### config.mk
export PLATFORM = sky130hd
export DESIGN_NAME = rx_core_end_flat
export DESIGN_NICKNAME = d
export VERILOG_FILES = /design/src/shared/pkt_rx_pkg.sv /design/src/shared/pkt_rx_if.sv /design/src/logic/rx_core_end.sv /design/src/flat_wrapper.sv
export SDC_FILE = /design/constraint.sdc
export NUM_CORES = 1
export LEC_CHECK = 0
export ABC_CLOCK_PERIOD_IN_PS = 12600
export BUFFER_PORTS_ARGS = -buffer_cell sky130_fd_sc_hd__buf_4
export CAP_MARGIN = 20
export CORE_MARGIN = 2
export CORE_UTILIZATION = 45
export DETAILED_ROUTE_END_ITERATION = 6
export MAX_ROUTING_LAYER = met4
export PLACE_DENSITY = 0.73
export SYNTH_ARGS = -nofsm -noshare
export SYNTH_HDL_FRONTEND = slang
export SYNTH_SLANG_ARGS = --single-unit
export TNS_END_PERCENT = 5
### constraint.sdc
create_clock -name sys_clk_in -period 12.6 [get_ports sys_clk_in]
set_clock_uncertainty 0.15 [all_clocks]
set_input_delay 1.26 -clock sys_clk_in [delete_from_list [all_inputs] [get_ports sys_clk_in]]
set_output_delay 1.26 -clock sys_clk_in [all_outputs]
set_load 0.02 [all_outputs]
### src/shared/pkt_rx_pkg.sv
// Shared constants, types and helpers for the receive buffer read and status port.
package pkt_rx_pkg;
  localparam int NUM_BUF    = 2;
  localparam int BUF_FIRST  = 2;
  localparam int WORD_W     = 32;
  localparam int BE_W       = 4;
  localparam int ADDR_W     = 3;
  localparam int FIFO_DEPTH = 8;
  localparam int PORT_W     = 8;
  localparam int PORT_CNT   = 256;
  localparam int STAT_W     = 2;
  localparam int DLY_W      = 3;
  localparam int DLY_MAX    = 6;
  localparam int SRC_DIV    = 4;
  localparam int SYNC_LAT   = 2;
  localparam int RD_WAIT    = 4;
  localparam logic [STAT_W-1:0] STAT_IDLE     = 2'h0;
  localparam logic              KIND_TRUE_EMPTY = 1'h0;

  typedef struct packed {
    logic              portid;
    logic              first;
    logic              last;
    logic              bad;
    logic [BE_W-1:0]   be;
    logic [WORD_W-1:0] data;
  } rx_word_s;

  localparam int ENTRY_W = $bits(rx_word_s);

  // Limits an out-of-range delay tap to the last legal one.
  function automatic logic [DLY_W-1:0] clamp_dly(input logic [DLY_W-1:0] sel);
    clamp_dly = (sel > DLY_W'(DLY_MAX)) ? DLY_W'(DLY_MAX) : sel;
  endfunction
endpackage

### src/shared/pkt_rx_if.sv
// Carrier between the receive core end and the user logic end.
interface pkt_rx_if
  import pkt_rx_pkg::*;
();
  logic [NUM_BUF-1:0]             rd_clk;
  logic [NUM_BUF-1:0]             rd_en;
  logic [NUM_BUF-1:0][ADDR_W-1:0] rd_addr;
  logic [NUM_BUF-1:0]             halt_at_pkt_end_ctl;
  logic [NUM_BUF-1:0][WORD_W-1:0] rd_word;
  logic [NUM_BUF-1:0][BE_W-1:0]   byte_valid;
  logic [NUM_BUF-1:0]             portid_flag;
  logic [NUM_BUF-1:0]             pkt_first;
  logic [NUM_BUF-1:0]             pkt_last;
  logic [NUM_BUF-1:0]             word_bad;
  logic [NUM_BUF-1:0]             empty_flag;
  logic [PORT_W-1:0]              flow_stat_port_sel;
  logic [STAT_W-1:0]              flow_stat_value;
  logic                           flow_stat_we;
  logic                           flow_stat_wr_clk;
  logic                           flow_stat_send_en;
  logic                           rx_clk_dly_en;
  logic [DLY_W-1:0]               rx_clk_dly_sel;
  logic                           rx_status_clk;

  modport core (
    input  rd_clk, rd_en, rd_addr, halt_at_pkt_end_ctl,
    output rd_word, byte_valid, portid_flag, pkt_first, pkt_last, word_bad, empty_flag,
    input  flow_stat_port_sel, flow_stat_value, flow_stat_we, flow_stat_wr_clk,
    input  flow_stat_send_en, rx_clk_dly_en, rx_clk_dly_sel,
    output rx_status_clk
  );

  modport user (
    output rd_clk, rd_en, rd_addr, halt_at_pkt_end_ctl,
    input  rd_word, byte_valid, portid_flag, pkt_first, pkt_last, word_bad, empty_flag,
    output flow_stat_port_sel, flow_stat_value, flow_stat_we, flow_stat_wr_clk,
    output flow_stat_send_en, rx_clk_dly_en, rx_clk_dly_sel,
    input  rx_status_clk
  );
endinterface

### src/logic/rx_core_end.sv
// Receive core end: word FIFOs, buffer read ports, status RAM and quarter-rate status clock.

////////////////////////////////////////////////////////////////////////////////
module rx_word_fifo #(
  parameter int WIDTH = 8,
  parameter int DEPTH = 8
) (
  input  wire logic                       sys_clk_in,
  input  wire logic                       rst_b_in,
  input  wire logic                       in_valid_in,
  output logic                            in_ready_out,
  input  wire logic [WIDTH-1:0]           in_data_in,
  output logic                            out_valid_out,
  input  wire logic                       out_ready_in,
  input  wire logic [$clog2(DEPTH)-1:0]   peek_off_in,
  output logic [WIDTH-1:0]                out_data_out,
  output logic [$clog2(DEPTH):0]          level_out
);
  localparam int PW = $clog2(DEPTH);

  initial begin
    if (DEPTH < 4 || (1 << PW) != DEPTH || WIDTH < 1) begin
      $error("rx_word_fifo: DEPTH must be a power of two of at least 4");
    end
  end

  logic [WIDTH-1:0] mem [DEPTH];
  logic [PW:0]      wr_ptr_q;
  logic [PW:0]      wr_ptr_d;
  logic [PW:0]      rd_ptr_q;
  logic [PW:0]      rd_ptr_d;
  logic             push;
  logic             pop;

  always_comb begin
    level_out     = wr_ptr_q - rd_ptr_q;
    in_ready_out  = (level_out != (PW+1)'(DEPTH));
    out_valid_out = (level_out != '0);
    push          = in_valid_in && in_ready_out;
    pop           = out_valid_out && out_ready_in;
    wr_ptr_d      = wr_ptr_q + (PW+1)'(push);
    rd_ptr_d      = rd_ptr_q + (PW+1)'(pop);
    // A peek past the filled words returns stale storage; the reader must mind the level.
    out_data_out  = mem[rd_ptr_q[PW-1:0] + peek_off_in];
  end

  always_ff @(posedge sys_clk_in or negedge rst_b_in) begin
    if (!rst_b_in) begin
      wr_ptr_q <= '0;
      rd_ptr_q <= '0;
    end else begin
      wr_ptr_q <= wr_ptr_d;
      rd_ptr_q <= rd_ptr_d;
    end
  end

  always_ff @(posedge sys_clk_in) begin
    if (push) begin
      mem[wr_ptr_q[PW-1:0]] <= in_data_in;
    end
  end
endmodule

////////////////////////////////////////////////////////////////////////////////
// Overview of operation
// Byte valid bit n qualifies byte n.
// Flag words carrying a port identifier.
// Mark the word that starts a packet.
// Mark the word that ends a packet.
// Mark words flagged as erroneous.
// Empty flag kind chosen per buffer.
// User supplies end-of-packet halt control.
// Port selector is status RAM address.
// User supplies two-bit status per port.
// Send enable puts stored status on link.
// Status RAM written only with enable.
// Status RAM written on user write clock.
// User keeps delay off in dynamic mode.
// Delay enable inserts or bypasses delay.
// Delay select limited to zero through six.
// Status clock is source clock over four.
// Read ports run on user read clocks.
// Status RAM holds 256 two-bit entries.
module rx_core_end
  import pkt_rx_pkg::*;
#(
  parameter int DEPTH = FIFO_DEPTH
) (
  input  wire logic                    sys_clk_in,
  input  wire logic                    rst_b_in,
  pkt_rx_if.core                       link,
  input  wire logic [NUM_BUF-1:0]      fill_valid_in,
  output logic [NUM_BUF-1:0]           fill_ready_out,
  input  wire rx_word_s [NUM_BUF-1:0]  fill_word_in,
  input  wire logic [NUM_BUF-1:0]      empty_flag_kind_sel_in,
  input  wire logic                    rx_source_clock_in,
  output logic [STAT_W-1:0]            flow_stat_word_out,
  output logic                         flow_stat_clk_out
);
  localparam int PW = $clog2(DEPTH);
  localparam int QTR_LVL = DEPTH / 4;
  localparam int SYNC_W = NUM_BUF * (ADDR_W + 3) + PORT_W + STAT_W + DLY_W + 5;

  initial begin
    if (DEPTH < (1 << ADDR_W)) begin
      $error("rx_core_end: DEPTH must cover every read address");
    end
  end

  ////////////////////////////////////////////////////////////////////////////////
  // Every pin from the user logic passes two flip-flops before use.
  logic [SYNC_W-1:0] sync1_q;
  logic [SYNC_W-1:0] sync2_q;
  logic [SYNC_W-1:0] pins_raw;

  always_comb begin
    pins_raw = {link.rd_clk, link.rd_en, link.rd_addr, link.halt_at_pkt_end_ctl,
                link.flow_stat_port_sel, link.flow_stat_value, link.flow_stat_we,
                link.flow_stat_wr_clk, link.flow_stat_send_en, link.rx_clk_dly_en,
                link.rx_clk_dly_sel, rx_source_clock_in};
  end

  always_ff @(posedge sys_clk_in or negedge rst_b_in) begin
    if (!rst_b_in) begin
      sync1_q <= '0;
      sync2_q <= '0;
    end else begin
      sync1_q <= pins_raw;
      sync2_q <= sync1_q;
    end
  end

  logic [NUM_BUF-1:0]             rd_clk_s;
  logic [NUM_BUF-1:0]             rd_en_s;
  logic [NUM_BUF-1:0][ADDR_W-1:0] rd_addr_s;
  logic [NUM_BUF-1:0]             halt_s;
  logic [PORT_W-1:0]              port_s;
  logic [STAT_W-1:0]              value_s;
  logic                           we_s;
  logic                           wr_clk_s;
  logic                           send_en_s;
  logic                           dly_en_s;
  logic [DLY_W-1:0]               dly_sel_s;
  logic                           src_s;

  always_comb begin
    {rd_clk_s, rd_en_s, rd_addr_s, halt_s, port_s, value_s, we_s, wr_clk_s,
     send_en_s, dly_en_s, dly_sel_s, src_s} = sync2_q;
  end

  ////////////////////////////////////////////////////////////////////////////////
  // Buffer read ports.
  for (genvar b = 0; b < NUM_BUF; b++) begin : g_buf
    logic          out_valid;
    rx_word_s      head_word;
    logic [PW:0]   level;
    logic          pop;
    logic          rd_clk_prev_q;
    logic          hold_q;
    logic          hold_d;
    rx_word_s      word_q;
    rx_word_s      word_d;
    logic          empty_q;
    logic          empty_d;

    rx_word_fifo #(
      .WIDTH (ENTRY_W),
      .DEPTH (DEPTH)
    ) u_fifo (
      .sys_clk_in    (sys_clk_in),
      .rst_b_in      (rst_b_in),
      .in_valid_in   (fill_valid_in[b]),
      .in_ready_out  (fill_ready_out[b]),
      .in_data_in    (fill_word_in[b]),
      .out_valid_out (out_valid),
      .out_ready_in  (pop),
      .peek_off_in   (PW'(rd_addr_s[b])),
      .out_data_out  (head_word),
      .level_out     (level)
    );

    always_comb begin
      pop    = rd_clk_s[b] && !rd_clk_prev_q && rd_en_s[b] && !hold_q && out_valid;
      hold_d = hold_q;
      // Once a packet's last word leaves with halt at packet end set, reads pause until the enable drops.
      if (pop && head_word.last && halt_s[b]) begin
        hold_d = 1'h1;
      end else if (!rd_en_s[b]) begin
        hold_d = 1'h0;
      end
      word_d = pop ? head_word : word_q;
      if (empty_flag_kind_sel_in[b] == KIND_TRUE_EMPTY) begin
        empty_d = (level == '0);
      end else begin
        empty_d = (level <= (PW+1)'(QTR_LVL - 1));
      end
    end

    always_ff @(posedge sys_clk_in or negedge rst_b_in) begin
      if (!rst_b_in) begin
        rd_clk_prev_q <= 1'h0;
        hold_q        <= 1'h0;
        word_q        <= '0;
        empty_q       <= 1'h1;
      end else begin
        rd_clk_prev_q <= rd_clk_s[b];
        hold_q        <= hold_d;
        word_q        <= word_d;
        empty_q       <= empty_d;
      end
    end

    always_comb begin
      link.rd_word[b]     = word_q.data;
      link.byte_valid[b]  = word_q.be;
      link.portid_flag[b] = word_q.portid;
      link.pkt_first[b]   = word_q.first;
      link.pkt_last[b]    = word_q.last;
      link.word_bad[b]    = word_q.bad;
      link.empty_flag[b]  = empty_q;
    end
  end

  ////////////////////////////////////////////////////////////////////////////////
  // Flow-control status RAM, written on the user's write clock edges.
  logic [STAT_W-1:0] stat_ram [PORT_CNT];
  logic              wr_clk_prev_q;
  logic              ram_we;

  always_comb begin
    ram_we = wr_clk_s && !wr_clk_prev_q && we_s;
  end

  always_ff @(posedge sys_clk_in) begin
    if (ram_we) begin
      stat_ram[port_s] <= value_s;
    end
  end

  ////////////////////////////////////////////////////////////////////////////////
  // Source clock delay line and quarter-rate status clock.
  logic [DLY_MAX:0]  tap_q;
  logic              sel_clk;
  logic              sel_prev_q;
  logic              div_q;
  logic              div_d;
  logic              qtr_q;
  logic              qtr_d;
  logic [PORT_W-1:0] scan_q;
  logic [PORT_W-1:0] scan_d;
  logic [STAT_W-1:0] stat_q;
  logic [STAT_W-1:0] stat_d;

  always_comb begin
    // Each tap is one system clock of delay, so the step is far coarser than a real line.
    sel_clk = dly_en_s ? tap_q[clamp_dly(dly_sel_s)] : src_s;
    div_d   = div_q;
    qtr_d   = qtr_q;
    scan_d  = scan_q;
    stat_d  = stat_q;
    if (sel_clk && !sel_prev_q) begin
      div_d = !div_q;
      if (div_q) begin
        qtr_d = !qtr_q;
      end
    end
    if (qtr_d && !qtr_q) begin
      scan_d = scan_q + PORT_W'(1);
      stat_d = send_en_s ? stat_ram[scan_q] : STAT_IDLE;
    end
  end

  always_ff @(posedge sys_clk_in or negedge rst_b_in) begin
    if (!rst_b_in) begin
      tap_q         <= '0;
      sel_prev_q    <= 1'h0;
      wr_clk_prev_q <= 1'h0;
      div_q         <= 1'h0;
      qtr_q         <= 1'h0;
      scan_q        <= '0;
      stat_q        <= STAT_IDLE;
    end else begin
      tap_q         <= {tap_q[DLY_MAX-1:0], src_s};
      sel_prev_q    <= sel_clk;
      wr_clk_prev_q <= wr_clk_s;
      div_q         <= div_d;
      qtr_q         <= qtr_d;
      scan_q        <= scan_d;
      stat_q        <= stat_d;
    end
  end

  always_comb begin
    link.rx_status_clk = qtr_q;
    flow_stat_clk_out  = qtr_q;
    flow_stat_word_out = stat_q;
  end
endmodule

### src/flat_wrapper.sv
// flat-port wrapper written by rule: the top's interface ports become plain ports
module rx_core_end_flat import pkt_rx_pkg::*;
#(
  parameter int DEPTH = FIFO_DEPTH
)
  (sys_clk_in, rst_b_in, fill_valid_in, fill_ready_out, fill_word_in, empty_flag_kind_sel_in, rx_source_clock_in, flow_stat_word_out, flow_stat_clk_out, link_rd_clk, link_rd_en, link_rd_addr, link_halt_at_pkt_end_ctl, link_rd_word, link_byte_valid, link_portid_flag, link_pkt_first, link_pkt_last, link_word_bad, link_empty_flag, link_flow_stat_port_sel, link_flow_stat_value, link_flow_stat_we, link_flow_stat_wr_clk, link_flow_stat_send_en, link_rx_clk_dly_en, link_rx_clk_dly_sel, link_rx_status_clk);
  pkt_rx_if link_i ();
  input  wire logic sys_clk_in;
  input  wire logic rst_b_in;
  input  wire logic [NUM_BUF-1:0] fill_valid_in;
  output logic [NUM_BUF-1:0] fill_ready_out;
  input  wire rx_word_s [NUM_BUF-1:0] fill_word_in;
  input  wire logic [NUM_BUF-1:0] empty_flag_kind_sel_in;
  input  wire logic rx_source_clock_in;
  output logic [STAT_W-1:0] flow_stat_word_out;
  output logic flow_stat_clk_out;
  input wire logic [$bits(link_i.rd_clk)-1:0] link_rd_clk;
  input wire logic [$bits(link_i.rd_en)-1:0] link_rd_en;
  input wire logic [$bits(link_i.rd_addr)-1:0] link_rd_addr;
  input wire logic [$bits(link_i.halt_at_pkt_end_ctl)-1:0] link_halt_at_pkt_end_ctl;
  output wire logic [$bits(link_i.rd_word)-1:0] link_rd_word;
  output wire logic [$bits(link_i.byte_valid)-1:0] link_byte_valid;
  output wire logic [$bits(link_i.portid_flag)-1:0] link_portid_flag;
  output wire logic [$bits(link_i.pkt_first)-1:0] link_pkt_first;
  output wire logic [$bits(link_i.pkt_last)-1:0] link_pkt_last;
  output wire logic [$bits(link_i.word_bad)-1:0] link_word_bad;
  output wire logic [$bits(link_i.empty_flag)-1:0] link_empty_flag;
  input wire logic [$bits(link_i.flow_stat_port_sel)-1:0] link_flow_stat_port_sel;
  input wire logic [$bits(link_i.flow_stat_value)-1:0] link_flow_stat_value;
  input wire logic [$bits(link_i.flow_stat_we)-1:0] link_flow_stat_we;
  input wire logic [$bits(link_i.flow_stat_wr_clk)-1:0] link_flow_stat_wr_clk;
  input wire logic [$bits(link_i.flow_stat_send_en)-1:0] link_flow_stat_send_en;
  input wire logic [$bits(link_i.rx_clk_dly_en)-1:0] link_rx_clk_dly_en;
  input wire logic [$bits(link_i.rx_clk_dly_sel)-1:0] link_rx_clk_dly_sel;
  output wire logic [$bits(link_i.rx_status_clk)-1:0] link_rx_status_clk;
  assign link_i.rd_clk = link_rd_clk;
  assign link_i.rd_en = link_rd_en;
  assign link_i.rd_addr = link_rd_addr;
  assign link_i.halt_at_pkt_end_ctl = link_halt_at_pkt_end_ctl;
  assign link_rd_word = link_i.rd_word;
  assign link_byte_valid = link_i.byte_valid;
  assign link_portid_flag = link_i.portid_flag;
  assign link_pkt_first = link_i.pkt_first;
  assign link_pkt_last = link_i.pkt_last;
  assign link_word_bad = link_i.word_bad;
  assign link_empty_flag = link_i.empty_flag;
  assign link_i.flow_stat_port_sel = link_flow_stat_port_sel;
  assign link_i.flow_stat_value = link_flow_stat_value;
  assign link_i.flow_stat_we = link_flow_stat_we;
  assign link_i.flow_stat_wr_clk = link_flow_stat_wr_clk;
  assign link_i.flow_stat_send_en = link_flow_stat_send_en;
  assign link_i.rx_clk_dly_en = link_rx_clk_dly_en;
  assign link_i.rx_clk_dly_sel = link_rx_clk_dly_sel;
  assign link_rx_status_clk = link_i.rx_status_clk;
  rx_core_end #(.DEPTH(DEPTH)) u_core (.sys_clk_in(sys_clk_in), .rst_b_in(rst_b_in), .link(link_i), .fill_valid_in(fill_valid_in), .fill_ready_out(fill_ready_out), .fill_word_in(fill_word_in), .empty_flag_kind_sel_in(empty_flag_kind_sel_in), .rx_source_clock_in(rx_source_clock_in), .flow_stat_word_out(flow_stat_word_out), .flow_stat_clk_out(flow_stat_clk_out));
endmodule
Word level (Yosys, flattened, before mapping)
Memories as Yosys holds them, arrays and structs flattened.
Index checks and enable logic that the tools add are counted.
{"block": "totals", "reg_bits": 183, "ram_bits": 1152, "output_inout_bits": 88, "memories": 3}
{"memory": "u_core.stat_ram", "words": 256, "width": 2, "rd": 1, "rd_ports_with_merged_regs": 0, "write_ports": 1, "line_no": "rx_core_end.sv:226", "source": "logic [STAT_W-1:0] stat_ram [PORT_CNT];"}
{"memory": "u_core.g_buf[0].u_fifo.mem", "words": 8, "width": 40, "rd": 1, "rd_ports_with_merged_regs": 0, "write_ports": 1, "line_no": "rx_core_end.sv:27", "source": "logic [WIDTH-1:0] mem [DEPTH];"}
{"memory": "u_core.g_buf[1].u_fifo.mem", "words": 8, "width": 40, "rd": 1, "rd_ports_with_merged_regs": 0, "write_ports": 1, "line_no": "rx_core_end.sv:27"}
{"block": "classes", "addsub": 9, "magnitude_cmp": 4, "n_eq_ne": 4, "mux": 19, "reduce_logical": 32}
{"operator": "1-bit logical AND", "count": 20}
{"operator": "4-bit by 1-bit adder with 4-bit output", "count": 4}
{"operator": "1-bit 2-to-1 mux", "count": 16}
{"operator": "8-bit by 1-bit adder with 8-bit output (second input constant)", "count": 1}
{"operator": "4-bit by 1-bit less-or-equal comparator with 1-bit output (second input constant)", "count": 2}
{"operator": "1-bit zero test", "count": 8}
{"operator": "4-bit zero test", "count": 2}
{"operator": "4-bit inequality test (second input constant)", "count": 2}
{"operator": "4-bit nonzero test", "count": 2}
{"operator": "4-bit subtractor", "count": 2}
{"operator": "3-bit adder", "count": 2}
{"operator": "3-bit by 4-bit < comparator with 1-bit output (second input constant)", "count": 1}
{"operator": "2-bit inequality test (second input constant)", "count": 2}
{"operator": "1-bit binary-select mux with 3-bit select", "count": 1}
{"operator": "3-bit > comparator (second input constant)", "count": 1}
{"operator": "3-bit 2-to-1 mux", "count": 1}
{"operator": "2-bit 2-to-1 mux", "count": 1}

Longest topological paths before layout
Gate-level depths: netlist of run 1.
{"block": "depth", "ltp_word": 8, "ltp_mapped": 13, "depth_no_buf": 11}

Modules after synthesis
Synthesis of run 1 repeated with hierarchy kept, for this count alone.
{"block": "hier_totals", "hier_cells": 2721, "area_unflattened_um2": 52258.9}
{"module": "rx_core_end", "n_inst": 1, "cells_each": 1679, "area_each_um2": 26452.9}
{"module": "rx_word_fifo at u_core.g_buf[0].u_fifo", "n_inst": 1, "cells_each": 520, "area_each_um2": 12907.4}
{"module": "rx_word_fifo at u_core.g_buf[1].u_fifo", "n_inst": 1, "cells_each": 522, "area_each_um2": 12898.6}

Worst setup path after synthesis of run 1
Ideal clock, no wire load.
{"block": "synth_path", "path_type": "register -> register", "from": "reg u_core.g_buf[1].u_fifo.wr_ptr_q[1]", "to": "mem u_core.g_buf[1].u_fifo.mem[1][0] in the netlist's numbering, enable pin", "setup_ns": 0.487, "t_arrival_ns": 4.321, "t_required_ns": 11.963, "setup_slack_ns": 7.643, "path_stages_with_launch": 8, "period_less_slack_ns": 4.957, "cell_sequence": "dfrtp_1 ha_1 a21o_1 a21oi_1 xnor2_1 nand3b_1 nand3_1 nor3_1"}
{"block": "synth_via", "elab_chain_cells": 5}
{"element": "start, declared", "line_no": "rx_core_end.sv:28", "source": "logic [PW:0] wr_ptr_q;"}
{"element": "start signal, assigned", "line_no": "rx_core_end.sv:52", "source": "wr_ptr_q <= wr_ptr_d;"}
{"element": "4-bit subtractor", "line_no": "rx_core_end.sv:36", "source": "level_out = wr_ptr_q - rd_ptr_q;"}
{"element": "4-bit inequality test", "line_no": "rx_core_end.sv:37", "source": "in_ready_out = (level_out != (PW+1)'(DEPTH));"}
{"element": "named net u_core.g_buf[1].u_fifo.in_ready_out", "line_no": "rx_core_end.sv:11", "source": "output logic in_ready_out,"}
{"element": "1-bit logical AND", "line_no": "rx_core_end.sv:39", "source": "push = in_valid_in && in_ready_out;"}
{"element": "1-bit 2-to-1 mux", "line_no": "rx_core_end.sv:58", "source": "if (push) begin"}
{"element": "1-bit 2-to-1 mux (implied by the code)", "line_no": "rx_core_end.sv:59", "source": "mem[wr_ptr_q[PW-1:0]] <= in_data_in;"}
{"element": "end, declared", "line_no": "rx_core_end.sv:27"}
The timed path passes the listed nets, and every way through them passes these cells.

Final worst setup path of run 1
{"block": "layout_path", "from": "reg u_core.scan_q[1]", "to": "reg u_core.stat_q[1] (netlist: u_core.flow_stat_word_out[1])"}
{"block": "layout_via", "elab_chain_cells": 2}
{"element": "start, declared", "line_no": "rx_core_end.sv:249", "source": "logic [PORT_W-1:0] scan_q;"}
{"element": "start signal, assigned", "line_no": "rx_core_end.sv:288", "source": "scan_q <= scan_d;"}
{"element": "memory 256 x 2 bit"}
{"element": "2-bit 2-to-1 mux", "line_no": "rx_core_end.sv:269", "source": "stat_d = send_en_s ? stat_ram[scan_q] : STAT_IDLE;"}
{"element": "end signal, assigned", "line_no": "rx_core_end.sv:289", "source": "stat_q <= stat_d;"}
{"element": "end, declared", "line_no": "rx_core_end.sv:251", "source": "logic [STAT_W-1:0] stat_q;"}
No other way between the ends.
A chain may end at the register's enable or synchronous reset.

==> out/results.ini, run 1 <==
[timing]
drv_slew = 0
finalSetupViolCount = 0
final.min_clock_period_ns = 4.87
tns_ns = 0
max_freq_mhz = 205
tightest_slew_ns = 1.08
rsz0062_at_grt = false
report.final.hold_viol_count = 0
max_slew_margin_pct = 27.9
period_share_pct = 38.6

[finish]
finalNetCount = 3055
final_common_cell = edfxtp_1
layout_common_cells = edfxtp_1, nor2_1, buf_4
final_area_mm2 = 0.0592
areaGrowthSynthToFinish_pct = 15.4
fin_cells = 4533
layout-drive-gt1-share_pct = 25.8

[placement]
io_buffers = 203
dp_cells = 4277
routabilityCongestion = 0.860
place.detailed.hpwl_um = 62100
place_area_mm2 = 0.0546

[route]
vias_per_cell = 5.63
dr.pass1.iters = 5
wl_per_cell_um = 24.5
vias = 25500
routed_wirelength_um = 111000
drc_errors = 0
ant_nets = 0
drtIter0Drc = 2431

[min_path]
hp-class = register to register

[clock_tree]
worstSkewPairLatency_ns = 0.76
ctsHoldBuffers = 0
h-tree-depth = 4
cts_buffer_depth = 3
cts_tree = yes
clock-sinks = 1335
clk_pin_slew_worst_paths_ns = 0.06
cts_buffers = 136
root_buffer = clkbuf_16
cts_setup_buffers = 0
cts-resized-gates = 0

[critical_path]
cp.required_ns = 13.09
cpMostUsedCell = buf_4
critPathKind = register to register
cp_slowest_cell = dfrtp_4
r2r_setup_slack_ns = 7.73
cp-start-kind = register
cpPeakStageDelay_ns = 0.99
crit_chain = buf_4 -> buf_4 -> mux4_2 -> mux2i_1 -> mux2_2 -> nand2_1 -> a2111oi_0 -> o32a_1 -> o22ai_1
worstSetupEndpointType = register
arrival_ns = 5.35
cp_max_fo = 63

[power]
report.power.total_uw = 13200
power_density_mw_per_mm2 = 223
vdd_drop_max_uv = 189
p_leak_uw = 0.0200

[floorplan]
dieArea_mm2 = 0.117
chipWidth_um = 342
placeableCoreArea_mm2 = 0.113
initial_core_util_pct = 45.5
fp-row-count = 123
die_h_um = 342
io_pins = 204

[synth]
synth_compound_area_share_pct = 2.19
synth_edf_count = 1152
yosysTopAreaCell = edfxtp_1
ys_types = 62
postSynthCellCount = 2670
synth_mux_area_share_pct = 14.9
synth_top_family_by_area = multiplexers
yosys-top-cells-area = edfxtp_1, mux4_2, dfrtp_1, mux2i_1, nor2_1
synthAdderAreaFrac_pct = 0.570
synth_ff_type = edfxtp_1
avgSynthCellArea_um2 = 19.2
async_reset_ff_share_pct = 13.7
synth_nets = 2807
yosys.area_share.simple_pct = 3.98
yosys_register_bits = 1335
yosys_warnings = 0
synth_seq_area_share_pct = 76.3
synthesis.area_mm2 = 0.0513
synth-xor-area-share_pct = 0.461
yosys.area.top_type_share_pct = 67.4

[global_routing]
grt_use_total_pct = 19.7
grt-ovfl-total = 0
antenna_found_initial = 6
grt_pass1_wl_um = 166000
grt_max_degree = 121
grt_pass1_vias = 26700

[run_status]
status = finished clean

[job]
max-cap-violations = 0

area by class of cell:
cell class	count	area [um2]
Fill cell	8651	53600
Sequential cell	1335	39200
Multi-Input combinational cell	1165	11600
Clock buffer	181	3800
Timing Repair Buffer	258	2000
Tap cell	1500	1880
Clock inverter	65	672
Inverter	22	82.6
Antenna cell	7	17.5
worst max-delay path: cells and delay by family, from the launching register on:
family                 cells  cell delay, ns
AND/OR/NAND/NOR            1            0.09
multiplexers               3            0.98
AO/OA/AOI/OAI              3            0.75
flip-flops                 1            0.99
buffers and inverters      2            1.67
Yosys cell counts (6+ instances only):
library cell,instances
clkbuf_1,88
a22oi_1,11
ha_1,17
xor2_1,11
o221ai_1,8
mux2i_1,162
buf_2,29
o21ai_0,86
nor2_1,281
and2_1,6
nand2_1,128
a21oi_1,21
nand3_1,28
dfrtp_1,181
nand2b_1,7
nor2b_1,12
edfxtp_1,1152
nor3_1,10
o22ai_1,14
xnor2_1,16
buf_4,20
mux2_2,27
inv_1,19
mux4_2,251
buf_1,7
stage by stage:
step / hold WS (ns) / setup WS [ns] / utilization, %
after global routing: 0.203 / 7.50 / 52.5
after global placement: 0.182 / 7.74 / 48.4
after CTS: 0.198 / 7.76 / 52.4
after detailed placement: 0.185 / 7.81 / 48.4
final: 0.195 / 7.73 / 52.5
after floorplan: 0.181 / 7.64 / -
metal layers:
layer	track usage [%]	part of all wire (%)	wire length, um	up-vias
met5	-	0	0	-
met4	6.35	2.5	2800	0
met3	4.17	7.6	8370	190
met2	32.5	51	56800	935
met1	24.4	39	42900	13300
li1	-	-	-	11100
where the power goes:
group	switching, uW	leakage [uW]	internal (uW)
clock	1680	0.00218	2310
combinational	1930	0.00518	1650
sequential	288	0.0126	5360
sequential cells by signal, indices dropped and copies added (netlist names), 7 cells and up:
signal and count:
u_core.g_buf.u_fifo.mem 640, u_core.stat_ram 512, u_core.link.rd_word 64, u_core.sync1_q 30
u_core.sync2_q 30, u_core.g_buf.u_fifo.rd_ptr_q 8, u_core.g_buf.u_fifo.wr_ptr_q 8, u_core.link.byte_valid 8
u_core.scan_q 8, u_core.tap_q 7
worst paths after layout:
check                           cells after the start                          from                                        to
worst max-delay path                                9  u_core.scan_q[1]$_DFFE_PN0P_  u_core.flow_stat_word_out[1]$_DFFE_PN0P_
worst min-delay path                                0  u_core.sync1_q[29]$_DFF_PN0_              u_core.sync2_q[29]$_DFF_PN0_
worst max register to register                      9  u_core.scan_q[1]$_DFFE_PN0P_  u_core.flow_stat_word_out[1]$_DFFE_PN0P_
worst min register to register                      0  u_core.sync1_q[29]$_DFF_PN0_              u_core.sync2_q[29]$_DFF_PN0_
max in group asynchronous                           2                      rst_b_in               u_core.sync2_q[9]$_DFF_PN0_
min in group asynchronous                           1                      rst_b_in       u_core.link.rd_word[36]$_DFFE_PN0P_
cells by family (layout without fill, tap and decap cells):
kind of cell    count (synthesis)  in the layout
other cells                     0              7
flops                        1335           1335
mux                           443            443
compound gates                180            180
xor+xnor                       27             27
fa+ha+maj                      21             21
buf+inv                       170            526
simple gates                  494            494
No activity file was read; power rests on OpenSTA's default activity.
==> inputs of run 2 (changes only) <==
ABC_CLOCK_PERIOD_IN_PS = 4000   (was 12600)
PLACE_DENSITY = 0.76   (was 0.73)
clock period = 4 ns   (was 12.6 ns; I/O delays follow)
==> run 2 against run 1 <==
  * Clock-buffer cell count down 3
  * Utilization increased by 1.7 points
  * Register-to-register slack worse by 7.0 ns
  * Highest routed layer unchanged
  * Sequential cell count is the same
  * First-iteration DRC count rose by 19%
  * Non-clock buffer count increased by 149
  * Sequential share of layout area is 2.0 points lower
  * Wire length increased by 2.5%
  * Clock power increased to 3.3 times the previous value
==> out/results.ini, run 2 (synthesis gave the netlist of run 1 again) <==
[global_routing]
grt_max_degree = 134  ; was 121
grt_use_total_pct = 20.1  ; was 19.7%
grt_pass1_vias = 27700  ; was 26700
grt-ovfl-total = 0  ; unchanged
grt_pass1_wl_um = 171000  ; was 166000 um
antenna_found_initial = 10  ; was 6

[timing]
report.final.hold_viol_count = 0  ; unchanged
hold_ws_ns = 0.127  ; was 0.195 ns
max_slew_margin_pct = 35.0  ; was 27.9%
period_share_pct = 81.5  ; was 38.6%
finalWorstSetupSlack_ns = 0.741  ; was 7.73 ns
rsz0062_at_grt = false  ; unchanged
drv_slew = 0  ; unchanged
max_freq_mhz = 307  ; was 205 MHz
final.min_clock_period_ns = 3.26  ; was 4.87 ns
finalSetupViolCount = 0  ; unchanged
tightest_slew_ns = 0.976  ; was 1.08 ns
tns_ns = 0  ; unchanged

[clock_tree]
clock-sinks = 1335  ; unchanged
clk_pin_slew_worst_paths_ns = 0.06  ; about the same
root_buffer = clkbuf_16  ; unchanged
cts_buffers = 137  ; was 136
cts_tree = yes  ; unchanged
h-tree-depth = 4  ; unchanged
cts_setup_buffers = 0  ; unchanged
worstSkewPairLatency_ns = 0.75  ; was 0.76 ns
ctsHoldBuffers = 115  ; was 0
cts-resized-gates = 0  ; unchanged
cts_buffer_depth = 3  ; unchanged

[power]
sw_frac_of_total_pct = 29.9  ; was 29.5%
clock_power_share_pct = 30.4  ; was 30.1%
combPwrFrac_pct = 28.0  ; was 27.2%
p_switching_uw = 12800  ; was 3900 uW
vdd_drop_max_uv = 519  ; was 189 uV
p_leak_uw = 0.0208  ; was 0.0200 uW
p_seq_share_pct = 41.6  ; was 42.7%
intPower_uw = 30000  ; was 9320 uW
power_density_mw_per_mm2 = 702  ; was 223 mW/mm2

[finish]
layout-drive-gt1-share_pct = 25.9  ; was 25.8%
areaGrowthSynthToFinish_pct = 19.0  ; was 15.4%
finalNetCount = 3205  ; was 3055
final_common_cell = edfxtp_1  ; unchanged
layout_common_cells = edfxtp_1, nor2_1, buf_4  ; unchanged
largest_reg_flops = 640  ; unchanged
utilization_pct = 54.1  ; was 52.5%

[critical_path]
cp-start-kind = register  ; unchanged
cp_slowest_cell = dfrtp_1  ; was dfrtp_4
arrival_ns = 3.51  ; was 5.35 ns
crit_chain = ha_1 -> a21o_1 -> a21oi_1 -> xnor2_1 -> nand3b_1 -> nand3_1 -> nor2_4 -> buf_12  ; was buf_4 -> buf_4 -> mux4_2 -> mux2i_1 -> mux2_2 -> nand2_1 -> a2111oi_0 -> o32a_1 -> o22ai_1
critPathKind = register to register  ; unchanged
cpPeakStageDelay_ns = 0.55  ; was 0.99 ns
worstSetupEndpointType = register  ; unchanged
cp_max_fo = 29  ; was 63
cp_num_buf_inv = 1  ; was 2
cp.required_ns = 4.25  ; was 13.09 ns
cp_top_family = simple AND/OR/NAND/NOR gates  ; was buffers and inverters

[route]
vias = 26500  ; was 25500
drc_errors = 0  ; unchanged
vias_per_cell = 5.65  ; was 5.63
wl_per_cell_um = 24.2  ; was 24.5 um
routed_wirelength_um = 114000  ; was 111000 um
dr.pass1.iters = 5  ; unchanged
ant_nets = 0  ; unchanged
drtIter0Drc = 2902  ; was 2431

[floorplan]
fp-row-count = 123  ; unchanged
die_h_um = 342  ; unchanged
io_pins = 204  ; unchanged
initial_core_util_pct = 45.5  ; unchanged
dieArea_mm2 = 0.117  ; unchanged
placeableCoreArea_mm2 = 0.113  ; unchanged
chipWidth_um = 342  ; unchanged

[min_path]
hp-class = primary input to async pin  ; was register to register

[placement]
dp_slack_ns = 0.828  ; was 7.81 ns
io_buffers = 203  ; unchanged
routabilityCongestion = 0.881  ; was 0.860
place.detailed.hpwl_um = 66200  ; was 62100 um

[job]
max-cap-violations = 0  ; unchanged

[run_status]
status = finished clean  ; unchanged

## run 2: cell count changes in the layout (fill, tap and decap cells not counted), sizes merged
cell	previous run	this run
dlygate4sd3	0	115
buf	258	292
bufinv	8	12
clkinvlp	5	9
clkbuf	181	178
diode	7	10
inv	31	33
## run 2: worst paths after layout
| kind | from | end | slack (ns) | cells after the start |
|---|---|---|---|---|
| setup / recovery | u_core.g_buf[1].u_fifo.wr_ptr_q[1]$_DFF_PN0_ | u_core.g_buf[1].u_fifo.mem[3][0]$_DFFE_PP_ | 0.74 | 8 |
| hold / removal | rst_b_in | u_core.link.rd_word[36]$_DFFE_PN0P_ | 0.13 | 2 |
| setup reg to reg | u_core.g_buf[1].u_fifo.wr_ptr_q[1]$_DFF_PN0_ | u_core.g_buf[1].u_fifo.mem[3][0]$_DFFE_PP_ | 0.74 | 8 |
| hold reg to reg | u_core.sync1_q[24]$_DFF_PN0_ | u_core.sync2_q[24]$_DFF_PN0_ | 0.19 | 0 |
| min in group sys_clk_in | link_rd_en[1] | u_core.sync1_q[27]$_DFF_PN0_ | 0.16 | 2 |
| max in group asynchronous | rst_b_in | u_core.scan_q[0]$_DFFE_PN0P_ | 2.78 | 3 |
## run 2: area by class of cell
class | instances | area [um2]
Fill cell | 8371 | 51700
Sequential cell | 1335 | 39200
Multi-Input combinational cell | 1165 | 11500
Clock buffer | 178 | 3740
Timing Repair Buffer | 407 | 3690
Tap cell | 1500 | 1880
Clock inverter | 75 | 922
Inverter | 22 | 82.6
Antenna cell | 10 | 25.0
## run 2: per-layer routing
layer  routed length (um)  GRT usage [%]  vias up
met4                 3480           7.08        0
met3                 9110           4.31      242
met1                43500           25.4    13700
met2                57500           32.4     1200
met5                    0              -        -
li1                     -              -    11400
## run 2: power groups by stage
stage                     combinational, uW  sequential (uW)  clock [uW]
final                                 12000            17800       13000
after global routing                  12800            18000       13800
after CTS                             12100            17800       13200
after detailed placement              12000            18100           0
after global placement                11800            18000           0
after floorplan                        7870            18200           0
## run 2: per-stage QoR
step / area (um2) / total power (uW) / cells
2_1_floorplan: 51300 / 26000 / 2670
5_1_grt: 61100 / 44600 / 4691
3_5_place_dp: 55200 / 30100 / 4314
6_report: 61100 / 42900 / 4692
4_1_cts: 61100 / 43100 / 4682
3_3_place_gp: 55200 / 29800 / 4314
